[src/common/ssc_regs.vh]
// register map, field positions and reset values of the sysref capture block
`ifndef SSC_REGS_VH
`define SSC_REGS_VH

// register indices; byte address is four times the index
`define SSC_IDX_W      10
`define SSC_IDX_CFG    10'h120
`define SSC_IDX_SKIP   10'h121
`define SSC_IDX_SKEW   10'h122
`define SSC_IDX_STAT   10'h12f

// capture config fields
`define SSC_CFG_FLAGRST 6
`define SSC_CFG_POL     4
`define SSC_CFG_EDGE    3
`define SSC_CFG_MODE_HI 2
`define SSC_CFG_MODE_LO 1

// skew window fields
`define SSC_SKEW_NEG_HI 3
`define SSC_SKEW_NEG_LO 2
`define SSC_SKEW_POS_HI 1
`define SSC_SKEW_POS_LO 0

// writable bits; reserved bits read as zero
`define SSC_CFG_MASK   8'h5e
`define SSC_SKIP_MASK  8'h0f
`define SSC_SKEW_MASK  8'h0f

// reset values
`define SSC_CFG_RST    8'h00
`define SSC_SKIP_RST   8'h00
`define SSC_SKEW_RST   8'h00

// capture modes
`define SSC_MODE_OFF   2'h0
`define SSC_MODE_CONT  2'h1
`define SSC_MODE_NSHOT 2'h2

// axi responses
`define SSC_RESP_OKAY   2'h0
`define SSC_RESP_SLVERR 2'h2

// sysref period in sample clocks, used for the expected phase
`define SSC_PERIOD     16
`define SSC_PHASE_W    4

`endif

[src/logic/ssc_sync.v]
// three-stage synchroniser with agreement filter for pin inputs
`default_nettype none

module ssc_sync #(
  parameter W = 2
) (
  // clock and reset
  input  wire         clk,
  input  wire         nrst,
  input  wire         ce,
  // raw pins and filtered result
  input  wire [W-1:0] din,
  output reg  [W-1:0] dout
);

  reg [W-1:0] s1_reg;  // metastable stage, read only by s2
  reg [W-1:0] s2_reg;  // second stage
  reg [W-1:0] s3_reg;  // third stage

  // shift chain; output follows once stages two and three agree
  always @(posedge clk or negedge nrst) begin
    if (!nrst) begin
      s1_reg <= {W{1'b0}};
      s2_reg <= {W{1'b0}};
      s3_reg <= {W{1'b0}};
      dout   <= {W{1'b0}};
    end else if (ce) begin
      s1_reg <= din;
      s2_reg <= s1_reg;
      s3_reg <= s2_reg;
      // per bit, so one noisy pin cannot hold back the other
      dout   <= (s2_reg & s3_reg) | (dout & (s2_reg ^ s3_reg));
    end
  end

endmodule // ssc_sync

`default_nettype wire

[src/logic/ssc_top.v]
// sysref capture control with axi4-lite register slave
// Notes on behaviour
// - flag-reset bit holds setup/hold flags cleared
// - polarity zero: only rising sysref transitions valid
// - polarity one: only falling sysref transitions valid
// - edge select zero: sample on converter clock rise
// - edge select one: sample on converter clock fall
// - mode: 0 disabled, 1 continuous, 2 one-shot
// - skip count zero captures next valid transition
// - one-shot skips skip-count transitions, then captures
// - negative window: zero to three clocks early ignored
// - positive window: late tolerance in sample clocks
// - negative window zero gives no early tolerance
// - positive 00 none, 01..11 one to three
`include "ssc_regs.vh"
`default_nettype none

module ssc_top #(
  parameter AW     = 12,
  parameter PERIOD = `SSC_PERIOD,
  parameter PW     = `SSC_PHASE_W
) (
  // clock, reset, enable
  input  wire          clk,
  input  wire          nrst,
  input  wire          ce,
  // pins from clock generator and converter clock
  input  wire          sysref_pin,
  input  wire          conv_clk_pin,
  // capture results
  output reg           capture_pulse,
  output reg           setup_err,
  output reg           hold_err,
  // axi4-lite write address
  input  wire [AW-1:0] s_axi_awaddr,
  input  wire          s_axi_awvalid,
  output wire          s_axi_awready,
  // axi4-lite write data
  input  wire [31:0]   s_axi_wdata,
  input  wire [3:0]    s_axi_wstrb,
  input  wire          s_axi_wvalid,
  output wire          s_axi_wready,
  // axi4-lite write response
  output reg  [1:0]    s_axi_bresp,
  output reg           s_axi_bvalid,
  input  wire          s_axi_bready,
  // axi4-lite read address
  input  wire [AW-1:0] s_axi_araddr,
  input  wire          s_axi_arvalid,
  output wire          s_axi_arready,
  // axi4-lite read data
  output reg  [31:0]   s_axi_rdata,
  output reg  [1:0]    s_axi_rresp,
  output reg           s_axi_rvalid,
  input  wire          s_axi_rready
);

  // software registers
  reg  [7:0]          cfg_reg;       // capture config
  reg  [7:0]          skip_reg;      // one-shot skip count
  reg  [7:0]          skew_reg;      // skew windows
  // write channel holding state
  reg                 aw_held_reg;   // address taken, waiting
  reg  [`SSC_IDX_W-1:0] aw_idx_reg;  // held write index
  reg                 w_held_reg;    // data taken, waiting
  reg  [7:0]          w_data_reg;    // held low byte
  reg                 w_lane_reg;    // byte lane 0 strobe
  // capture state
  reg                 sref_prev_reg; // sysref at previous tick
  reg                 conv_prev_reg; // converter clock last cycle
  reg  [PW-1:0]       phase_reg;     // sample clocks since expected
  reg                 locked_reg;    // phase reference established
  reg  [3:0]          skip_left_reg; // transitions still to skip
  reg                 done_reg;      // one-shot finished
  // decoded fields
  wire                flag_rst;
  wire                pol_sel;
  wire                edge_sel;
  wire [1:0]          mode;
  wire [1:0]          neg_win;
  wire [1:0]          pos_win;
  // synchronised pins
  wire [1:0]          pins_s;
  wire                sref_s;
  wire                conv_s;
  // event terms
  wire                tick;          // chosen converter clock edge
  wire                trans;         // valid sysref transition
  wire                active;        // mode allows capture now
  wire                take;          // transition reaches window test
  wire                on_time;
  wire                in_window;
  wire                early;
  wire                realign;       // capture moves the phase
  wire                hit;           // capture reported
  // bus terms
  wire                wr_go;
  wire [`SSC_IDX_W-1:0] ar_idx;
  wire                ar_go;
  reg  [7:0]          rd_byte;
  reg                 rd_ok;

  assign flag_rst = cfg_reg[`SSC_CFG_FLAGRST];
  assign pol_sel  = cfg_reg[`SSC_CFG_POL];
  assign edge_sel = cfg_reg[`SSC_CFG_EDGE];
  assign mode     = cfg_reg[`SSC_CFG_MODE_HI:`SSC_CFG_MODE_LO];
  assign neg_win  = skew_reg[`SSC_SKEW_NEG_HI:`SSC_SKEW_NEG_LO];
  assign pos_win  = skew_reg[`SSC_SKEW_POS_HI:`SSC_SKEW_POS_LO];

  // both pins come from outside this clock
  ssc_sync #(
    .W (2)
  ) u_sync (
    .clk  (clk),
    .nrst (nrst),
    .ce   (ce),
    .din  ({conv_clk_pin, sysref_pin}),
    .dout (pins_s)
  );

  assign sref_s = pins_s[0];
  assign conv_s = pins_s[1];

  // converter clock is oversampled, so it must stay well below clk / 4
  assign tick = edge_sel ? (conv_prev_reg & ~conv_s)
                         : (~conv_prev_reg & conv_s);

  // polarity picks which transition counts
  assign trans = tick & (pol_sel ? (sref_prev_reg & ~sref_s)
                                 : (~sref_prev_reg & sref_s));

  // mode decode; value 3 captures nothing, as disabled does, but keeps the phase lock
  assign active = (mode == `SSC_MODE_CONT) ||
                  ((mode == `SSC_MODE_NSHOT) && !done_reg);

  // one-shot passes only once the skip count is used up
  assign take = trans && active &&
                ((mode != `SSC_MODE_NSHOT) ||
                 (skip_left_reg == 4'h0));

  ssc_window #(
    .PERIOD (PERIOD),
    .PW     (PW)
  ) u_win (
    .phase     (phase_reg),
    .neg_win   (neg_win),
    .pos_win   (pos_win),
    .on_time   (on_time),
    .in_window (in_window),
    .early     (early)
  );

  // once locked, a transition inside a window is disregarded entirely
  assign realign = take && (!locked_reg || (!on_time && !in_window));
  assign hit     = take && (!locked_reg || on_time || !in_window);

  // sample point history
  always @(posedge clk or negedge nrst) begin
    if (!nrst) begin
      conv_prev_reg <= 1'b0;
      sref_prev_reg <= 1'b0;
    end else if (ce) begin
      conv_prev_reg <= conv_s;
      if (tick) begin
        sref_prev_reg <= sref_s;
      end
    end
  end

  // phase counter in sample clocks; a capture makes this tick phase zero
  always @(posedge clk or negedge nrst) begin
    if (!nrst) begin
      phase_reg  <= {PW{1'b0}};
      locked_reg <= 1'b0;
    end else if (ce) begin
      if (mode == `SSC_MODE_OFF) begin
        // disabling drops the reference, next capture starts fresh
        locked_reg <= 1'b0;
      end else if (realign) begin
        locked_reg <= 1'b1;
      end
      if (realign) begin
        phase_reg <= {{(PW-1){1'b0}}, 1'b1};
      end else if (tick) begin
        if (phase_reg == PERIOD[PW-1:0] - {{(PW-1){1'b0}}, 1'b1}) begin
          phase_reg <= {PW{1'b0}};
        end else begin
          phase_reg <= phase_reg + {{(PW-1){1'b0}}, 1'b1};
        end
      end
    end
  end

  // one-shot skip counting, rearmed by any config or skip write that strobes byte lane 0
  always @(posedge clk or negedge nrst) begin
    if (!nrst) begin
      skip_left_reg <= 4'h0;
      done_reg      <= 1'b0;
    end else if (ce) begin
      if (wr_go && w_lane_reg &&
          (aw_idx_reg == `SSC_IDX_CFG || aw_idx_reg == `SSC_IDX_SKIP)) begin
        // reload from new skip value when it is the one being written
        skip_left_reg <= (aw_idx_reg == `SSC_IDX_SKIP) ?
                         w_data_reg[3:0] : skip_reg[3:0];
        done_reg      <= 1'b0;
      end else if (trans && active && mode == `SSC_MODE_NSHOT) begin
        if (skip_left_reg != 4'h0) begin
          skip_left_reg <= skip_left_reg - 4'h1;
        end else if (hit) begin
          done_reg <= 1'b1;
        end
      end
    end
  end

  // capture pulse and error flags
  always @(posedge clk or negedge nrst) begin
    if (!nrst) begin
      capture_pulse <= 1'b0;
      setup_err     <= 1'b0;
      hold_err      <= 1'b0;
    end else if (ce) begin
      capture_pulse <= hit;
      if (flag_rst) begin
        // reset control overrides any new error
        setup_err <= 1'b0;
        hold_err  <= 1'b0;
      end else if (realign && locked_reg) begin
        // off-time capture against an established phase
        if (early) begin
          setup_err <= 1'b1;
        end else begin
          hold_err  <= 1'b1;
        end
      end
    end
  end

  // write side: take address and data independently
  assign s_axi_awready = ce & ~aw_held_reg & ~s_axi_bvalid;
  assign s_axi_wready  = ce & ~w_held_reg & ~s_axi_bvalid;
  assign wr_go         = aw_held_reg & w_held_reg & ~s_axi_bvalid;

  always @(posedge clk or negedge nrst) begin
    if (!nrst) begin
      aw_held_reg  <= 1'b0;
      aw_idx_reg   <= {`SSC_IDX_W{1'b0}};
      w_held_reg   <= 1'b0;
      w_data_reg   <= 8'h00;
      w_lane_reg   <= 1'b0;
      s_axi_bvalid <= 1'b0;
      s_axi_bresp  <= `SSC_RESP_OKAY;
    end else if (ce) begin
      if (s_axi_awvalid && s_axi_awready) begin
        aw_held_reg <= 1'b1;
        aw_idx_reg  <= s_axi_awaddr[`SSC_IDX_W+1:2];
      end
      if (s_axi_wvalid && s_axi_wready) begin
        w_held_reg <= 1'b1;
        w_data_reg <= s_axi_wdata[7:0];
        w_lane_reg <= s_axi_wstrb[0];
      end
      if (wr_go) begin
        // both halves present: answer and free the channels
        aw_held_reg  <= 1'b0;
        w_held_reg   <= 1'b0;
        s_axi_bvalid <= 1'b1;
        s_axi_bresp  <= (aw_idx_reg == `SSC_IDX_CFG  ||
                         aw_idx_reg == `SSC_IDX_SKIP ||
                         aw_idx_reg == `SSC_IDX_SKEW ||
                         aw_idx_reg == `SSC_IDX_STAT) ?
                        `SSC_RESP_OKAY : `SSC_RESP_SLVERR;
      end else if (s_axi_bvalid && s_axi_bready) begin
        s_axi_bvalid <= 1'b0;
      end
    end
  end

  // register store; status is read only, write is accepted and dropped
  always @(posedge clk or negedge nrst) begin
    if (!nrst) begin
      cfg_reg  <= `SSC_CFG_RST;
      skip_reg <= `SSC_SKIP_RST;
      skew_reg <= `SSC_SKEW_RST;
    end else if (ce && wr_go && w_lane_reg) begin
      // polarity must only change while disabled; not policed here
      if (aw_idx_reg == `SSC_IDX_CFG) begin
        cfg_reg <= w_data_reg & `SSC_CFG_MASK;
      end
      if (aw_idx_reg == `SSC_IDX_SKIP) begin
        skip_reg <= w_data_reg & `SSC_SKIP_MASK;
      end
      if (aw_idx_reg == `SSC_IDX_SKEW) begin
        // field layout gives 00 none through 11 three clocks
        skew_reg <= w_data_reg & `SSC_SKEW_MASK;
      end
    end
  end

  // read side: one read in flight, answered one cycle later
  assign s_axi_arready = ce & ~s_axi_rvalid;
  assign ar_idx        = s_axi_araddr[`SSC_IDX_W+1:2];
  assign ar_go         = s_axi_arvalid & s_axi_arready;

  // read mux
  always @* begin
    rd_byte = 8'h00;
    rd_ok   = 1'b1;
    case (ar_idx)
      `SSC_IDX_CFG:  rd_byte = cfg_reg;
      `SSC_IDX_SKIP: rd_byte = skip_reg;
      `SSC_IDX_SKEW: rd_byte = skew_reg;
      `SSC_IDX_STAT: rd_byte = {skip_left_reg, done_reg, locked_reg,
                                hold_err, setup_err};
      default:       rd_ok   = 1'b0;
    endcase
  end

  always @(posedge clk or negedge nrst) begin
    if (!nrst) begin
      s_axi_rvalid <= 1'b0;
      s_axi_rdata  <= 32'h0000_0000;
      s_axi_rresp  <= `SSC_RESP_OKAY;
    end else if (ce) begin
      if (ar_go) begin
        s_axi_rvalid <= 1'b1;
        s_axi_rdata  <= {24'h00_0000, rd_byte};
        s_axi_rresp  <= rd_ok ? `SSC_RESP_OKAY : `SSC_RESP_SLVERR;
      end else if (s_axi_rvalid && s_axi_rready) begin
        s_axi_rvalid <= 1'b0;
      end
    end
  end

endmodule // ssc_top

`default_nettype wire

[src/logic/ssc_window.v]
// classifies a sysref transition against the expected sample clock phase
`default_nettype none

module ssc_window #(
  parameter PERIOD = 16,
  parameter PW     = 4
) (
  // phase since the expected sample clock
  input  wire [PW-1:0] phase,
  // window sizes in sample clocks
  input  wire [1:0]    neg_win,
  input  wire [1:0]    pos_win,
  // classification
  output wire          on_time,
  output wire          in_window,
  output wire          early
);

  wire [PW:0] late_by;   // sample clocks after expected
  wire [PW:0] early_by;  // sample clocks before next expected
  wire        in_neg;    // inside negative tolerance
  wire        in_pos;    // inside positive tolerance

  assign late_by   = {1'b0, phase};
  assign early_by  = PERIOD[PW:0] - late_by;
  assign on_time   = (phase == {PW{1'b0}});
  // zero setting leaves no tolerance at all
  assign in_neg    = !on_time && (early_by <= {{(PW-1){1'b0}}, neg_win});
  assign in_pos    = !on_time && (late_by <= {{(PW-1){1'b0}}, pos_win});
  assign in_window = in_neg || in_pos;
  // second half of the period counts as arriving early
  assign early     = (late_by >= (PERIOD[PW:0] >> 1));

endmodule // ssc_window

`default_nettype wire

[config.mk]
export PLATFORM = sky130hd
export DESIGN_NAME = ssc_top
export DESIGN_NICKNAME = d
export VERILOG_FILES = /design/src/logic/ssc_sync.v /design/src/logic/ssc_top.v /design/src/logic/ssc_window.v
export VERILOG_INCLUDE_DIRS = /design/src /design/src/common
export SDC_FILE = /design/constraint.sdc
export NUM_CORES = 1
export LEC_CHECK = 0
export BUFFER_PORTS_ARGS = -buffer_cell sky130_fd_sc_hd__buf_4
export CAP_MARGIN = 20
export CORE_ASPECT_RATIO = 1.25
export CORE_MARGIN = 5
export CORE_UTILIZATION = 55
export DETAILED_ROUTE_END_ITERATION = 16
export PLACE_DENSITY = 0.95
export SYNTH_ARGS = -nofsm -noshare
export SYNTH_HDL_FRONTEND = slang
export SYNTH_SLANG_ARGS = --single-unit
[constraint.sdc]
create_clock -name clk -period 5.42 [get_ports clk]
set_clock_uncertainty 0.1 [all_clocks]
set_input_delay 0.271 -clock clk [delete_from_list [all_inputs] [get_ports clk]]
set_output_delay 0.271 -clock clk [all_outputs]
set_load 0.02 [all_outputs]
* After elaboration in Yosys (flattened, before gate mapping)
Cells that the tools add are included.
Operators by class: add/subtract/negate cells 3, magnitude comparators 3, equal/unequal tests 14, multiplexer cells 33, bitwise gates (word level) 25, reduce and logical (&&, ||, !) cells 65
Operator list (count):
- == test 10 x 9 -> 1 bit, second input constant | 8
- case mux 8 bit (4 select lines) | 1
- two-way mux 4 bit | 7
- AND reduction 2 bit | 14
- two-way mux 1 bit | 23
- nonzero test 2 bit | 11
- logical AND 1 bit | 18
- AND 1 bit | 13
- logical OR 1 bit | 9
- AND reduction 3 bit | 3
- logical NOT 4 bit | 2
- inverter 1 bit | 8
- != test 2 bit, second input constant | 3
- <= comparator 5 x 2 -> 1 bit | 1
- subtractor 5 x 4 -> 5 bit, first input constant | 1
- adder 4 x 1 -> 4 bit, second input constant | 1
- AND 2 bit | 2
- == test 4 bit, second input constant | 1
- greater-or-equal comparator 4 bit, second input constant | 1
- <= comparator 4 x 2 -> 1 bit | 1
- logical NOT 1 bit | 4
- two-way mux 2 bit | 2
- AND reduction 4 bit | 1
- nonzero test 4 bit | 1
- 7 further kinds | 7
Word-level totals: register bits 70, input port bits 70, output and inout bits 44, word-level logic and storage cells 169

* Longest topological paths before layout
depth in word-level cells 11, depth in mapped cells 8, gate-level depth less buffers 8

* Cells and area by module
Synthesis repeated with hierarchy kept, for this count alone.
Second synthesis, totals: cells, all modules 324, area total of the unflattened synthesis 3598.5 µm²
By module, submodules not included:
- ssc_top | times used 1, cells an instance 281, area each 3088.0 µm², sequential area each 1476.4 µm²
- ssc_sync | times used 1, cells an instance 21, area each 356.6 µm², sequential area each 200.2 µm²
- ssc_window | times used 1, cells an instance 22, area each 153.9 µm², sequential area each 0.0 µm²

* Worst setup path before layout
Ideal clock, no wire load.
path kind reg-to-reg, start point reg s_axi_bvalid, end point reg skip_reg[0], library setup time 0.125 ns, data arrival time 2.052 ns, data required time 5.195 ns, path slack 3.143 ns, stages on the path, launching flop included 7, path buffers 1, clock period less this slack 2.277 ns, cells stage by stage dfrtp_1 > and2b_2 > nand3_2 > or4b_4 > or2_1 > buf_6 > mux2_4
On the way: cells in the longest elaborated chain, start to end 5
RTL lines:
- from (decl) | line ssc_top.v:45 | output reg s_axi_bvalid,
- from (signal assigned) | line ssc_top.v:251 | s_axi_bvalid <= 1'b0;
- from (signal assigned) | line ssc_top.v:267 | s_axi_bvalid <= 1'b1;
- from (signal assigned) | line ssc_top.v:274 | s_axi_bvalid <= 1'b0;
- inverter 1 bit | line ssc_top.v:242 | assign wr_go = aw_held_reg & w_held_reg & ~s_axi_bvalid;
- AND 1 bit | line ssc_top.v:242
- logical AND 1 bit (2 in a row) | line ssc_top.v:285 | end else if (ce && wr_go && w_lane_reg) begin
- AND reduction 2 bit (no source line)
- to (signal assigned) | line ssc_top.v:283 | skip_reg <= `SSC_SKIP_RST;
- to (signal assigned) | line ssc_top.v:291 | skip_reg <= w_data_reg & `SSC_SKIP_MASK;
- to (decl) | line ssc_top.v:60 | reg [7:0] skip_reg;
Every way passes these cells. A chain may end at the register's enable or synchronous reset.

* Worst setup path in the final report
start point reg cfg_reg[3], end point reg skip_left_reg[2]
On the way: cells in the longest elaborated chain, start to end 6
RTL lines:
- from (decl) | line ssc_top.v:59 | reg [7:0] cfg_reg;
- from (signal assigned) | line ssc_top.v:282 | cfg_reg <= `SSC_CFG_RST;
- from (signal assigned) | line ssc_top.v:288 | cfg_reg <= w_data_reg & `SSC_CFG_MASK;
- two-way mux 1 bit | line ssc_top.v:125 | assign tick = edge_sel ? (conv_prev_reg & ~conv_s)
- AND 1 bit | line ssc_top.v:129 | assign trans = tick & (pol_sel ? (sref_prev_reg & ~sref_s)
- logical AND 1 bit | line ssc_top.v:206 | end else if (trans && active && mode == `SSC_MODE_NSHOT) begin
- logical AND 1 bit (no source line)
- nonzero test 2 bit (no source line)
- AND reduction 3 bit (no source line)
- to (signal assigned) | line ssc_top.v:203 | skip_left_reg <= (aw_idx_reg == `SSC_IDX_SKIP) ?
- to (signal assigned) | line ssc_top.v:208 | skip_left_reg <= skip_left_reg - 4'h1;
- to (decl) | line ssc_top.v:73 | reg [3:0] skip_left_reg;
Every way passes these cells.

==> run metrics <==
status=finished clean; core box area=6520 um^2; sequential cell fraction of total power=44.9%; Design Area, Final=4220 um^2; Hold Path Origin=s_axi_awaddr[2]; R2R setup slack=2.57 ns; average instance area after synthesis=10.5 um^2; weighted congestion at the end of routability-driven global placement=0.890; vias per cell=5.79; instance area after placement=4000 um^2; synth unique cells=54; category of the worst setup path capture point=flop; worst-skew pair later-pin latency=0.35 ns; clock tree from TritonCTS=yes; slew of the pin with the lowest slew margin=1.09 ns; die width=82.8 um; number of design rule violations left after detail routing=0; layout net count=478; vias in the first global route=2876; number of max-slew violations in the final report=0; Starting Density=55.8%; floorplan die area=8360 um^2; fraction of synthesized cell area taken by the top area cell type=46.0%; unrepaired setup endpoints after global routing=no; max frequency=0.351 GHz; total length of routed wires=8210 um; Hold/Removal Path Class=primary input to flop; worst hold endpoint=aw_idx_reg[0]; flip-flop count of the largest register, all copies and words added=10; non-filler cells, final=490; worst reg-to-reg path cell count=5; number of synthesized flops with an enable pin=0; global-route wire length before repair=13500 um; CP max stage cell=sky130_fd_sc_hd__a222oi_1; Clock Sinks=67; Max Cap Viol=0; TritonCTS Buffers=9; synth warn=0; cell area after technology mapping=3640 um^2; Congestion Overflow GR=0; die height=101 um; FF-to-FF Start=cfg_reg[3]; total negative setup slack=0 ns; Cell Count Post-Placement=474; initial antenna violation count=0; critical setup path kind=flop to flop; clock power share=27.0%; Leakage Power=2.02 nW; Switching Power=0.000554 W; number of nets still failing antenna checks after routing=0; Yosys top cell by area=sky130_fd_sc_hd__dfrtp_1; Int Pwr=0.00111 W; # diodes=0; final setup violation count=0; register area share after synthesis=46.0%; number of design-rule violations left by the first detailed-router iteration=215; Reg2Reg Capture Point=skip_left_reg[2]; H-Tree Level Count=3; sum of net half-perimeters after detailed placement=5920 um; maximum number of pins on one net before global-route repair=68; worst-path fanout max=9; family with the most delay on the worst path=simple AND/OR/NAND/NOR gates; leading cell types by total area after synthesis=sky130_fd_sc_hd__dfrtp_1, sky130_fd_sc_hd__mux2_2, sky130_fd_sc_hd__buf_4; global-route total usage across every layer=20.5%; part of the cycle the worst path needs=52.6%; total power density per cell area=395 nW/um^2; Clock Pin Slew Worst Setup and Hold Paths=0.07 ns; number of gates resized after CTS=0; Final min period=2.85 ns; Worst Path Required=5.56 ns; startpoint class of the critical path=flop; Hold Fails Final Rpt=0; register bit count reported by yosys=67; cells traversed along the worst timing path=or3b_2 -> a222oi_1 -> nand3_1 -> or3_1 -> o211a_1; final routed wire length divided by cell count=16.8 um; slew margin rel.=27.2%; Core Rows=33; post-CTS setup-driven buffer insertion count=0; Comb pwr share=28.1%; TritonRoute pass-1 iters=4; share of cells above drive strength 1=27.8%; number of buffers between clock root and the deepest sink=2; CTS Root Buffer Type=sky130_fd_sc_hd__clkbuf_8; Synth-to-Final Area Change=15.9%; peak supply drop=247 uV; maximum single-stage delay on the critical path=0.97 ns; Min-Delay Path Depth=3; Sw Share=33.2%; number of buffer and inverter stages on the critical path=0; Async S/R FF share, synth=100%; io pins=114; Worst Path Arrival=2.99 ns; via count=2836; critical path depth=5; count of buffers inserted at the top-level ports=54; Synth Flop Type=sky130_fd_sc_hd__dfrtp_1; count of mapped cells out of synthesis=346
[cell usage after synthesis, types with 9 or more instances]
cell type / number
sky130_fd_sc_hd__a21oi_1: 9
sky130_fd_sc_hd__a22o_1: 15
sky130_fd_sc_hd__buf_4: 26
sky130_fd_sc_hd__clkbuf_1: 9
sky130_fd_sc_hd__dfrtp_1: 67
sky130_fd_sc_hd__ha_1: 9
sky130_fd_sc_hd__inv_1: 13
sky130_fd_sc_hd__mux2_2: 33
sky130_fd_sc_hd__nand2_1: 37
sky130_fd_sc_hd__nand3_1: 10
sky130_fd_sc_hd__nor2_1: 17
sky130_fd_sc_hd__o21ai_0: 10
[tightest hold or removal path, cell delays in order]
cell                      delay (ns)
sky130_fd_sc_hd__buf_4          0.08
sky130_fd_sc_hd__nand2_1        0.04
sky130_fd_sc_hd__o21ai_0        0.07
[how the worst max path moves through the flow]
| stage | from | end | slack (ns) |
|---|---|---|---|
| global route | cfg_reg[3] | phase_reg[2] | 2.43 |
| floorplan | s_axi_bvalid | skip_reg[0] | 3.14 |
| CTS | cfg_reg[3] | skip_left_reg[2] | 2.63 |
| detailed placement | cfg_reg[3] | skip_left_reg[2] | 2.61 |
| finish | cfg_reg[3] | skip_left_reg[2] | 2.57 |
| global placement | cfg_reg[3] | skip_left_reg[2] | 2.70 |
[kinds of logic after synthesis]
group                      count (synthesis)  synth area share [%]
AOI/OAI and AO/OA                         59                  11.6
muxes                                     44                  13.8
DFF                                       67                  46.0
buffers and inverters                     51                  8.17
adders and majority gates                 10                  3.37
other                                      1                 0.103
and+or+nand+nor                          114                  17.0
[through the flow]
| step | hold WS, ns | worst slack [ns] | utilization, % | total power (W) |
|---|---|---|---|---|
| after global placement | 0.312 | 2.70 | 61.4 | 0.00117 |
| after floorplan | -0.125 | 3.14 | - | 0.00107 |
| final | 0.0525 | 2.57 | 64.7 | 0.00167 |
| after CTS | 0.0450 | 2.63 | 64.7 | 0.00167 |
| after detailed placement | 0.317 | 2.61 | 61.4 | 0.00121 |
| after global routing | 0.0444 | 2.43 | 64.7 | 0.00178 |
[power groups by stage]
stage               Sequential, W  Combinational [W]  Clock [W]
global route             0.000771           0.000518   0.000486
global placement         0.000742           0.000425          0
detailed placement       0.000755           0.000455          0
finish                   0.000749           0.000468   0.000451
CTS                      0.000749           0.000468   0.000454
floorplan                0.000712           0.000363          0
[layer usage]
layer / share of wire [%] / up-vias / wire (um) / track usage [%]
met5: 0 / - / 0 / 0
met4: 2.6 / 0 / 216 / 10.3
met3: 6.6 / 23 / 544 / 6.87
met2: 53 / 121 / 4360 / 36.7
met1: 38 / 1397 / 3090 / 21.6
li1: - / 1295 / - / -
[final cells by class]
class,instances,area [um^2]
Fill cell,504,2300
Multi-Input combinational cell,253,1760
Sequential cell,67,1680
Timing Repair Buffer,55,415
Clock buffer,13,149
Tap cell,87,109
Clock inverter,2,60.1
Inverter,13,48.8
[what timing repair did]
item                                    CTS  global route
hold buffers                              1             0
endpoints found under the setup margin    0             0
hold endpoints to repair                 67             0
[cells in the final DEF (no fill, tap or decap), types with 9 or more instances in the layout]
cell type / n
sky130_fd_sc_hd__buf_4: 54
sky130_fd_sc_hd__conb_1: 26
sky130_fd_sc_hd__mux2_2: 33
sky130_fd_sc_hd__dfrtp_1: 67
sky130_fd_sc_hd__inv_1: 13
sky130_fd_sc_hd__a21oi_1: 9
sky130_fd_sc_hd__a22o_1: 15
sky130_fd_sc_hd__nand2_1: 37
sky130_fd_sc_hd__nand3_1: 10
sky130_fd_sc_hd__clkbuf_8: 10
sky130_fd_sc_hd__ha_1: 9
sky130_fd_sc_hd__nor2_1: 17
sky130_fd_sc_hd__o21ai_0: 10
(Power assumes the default switching activity.)
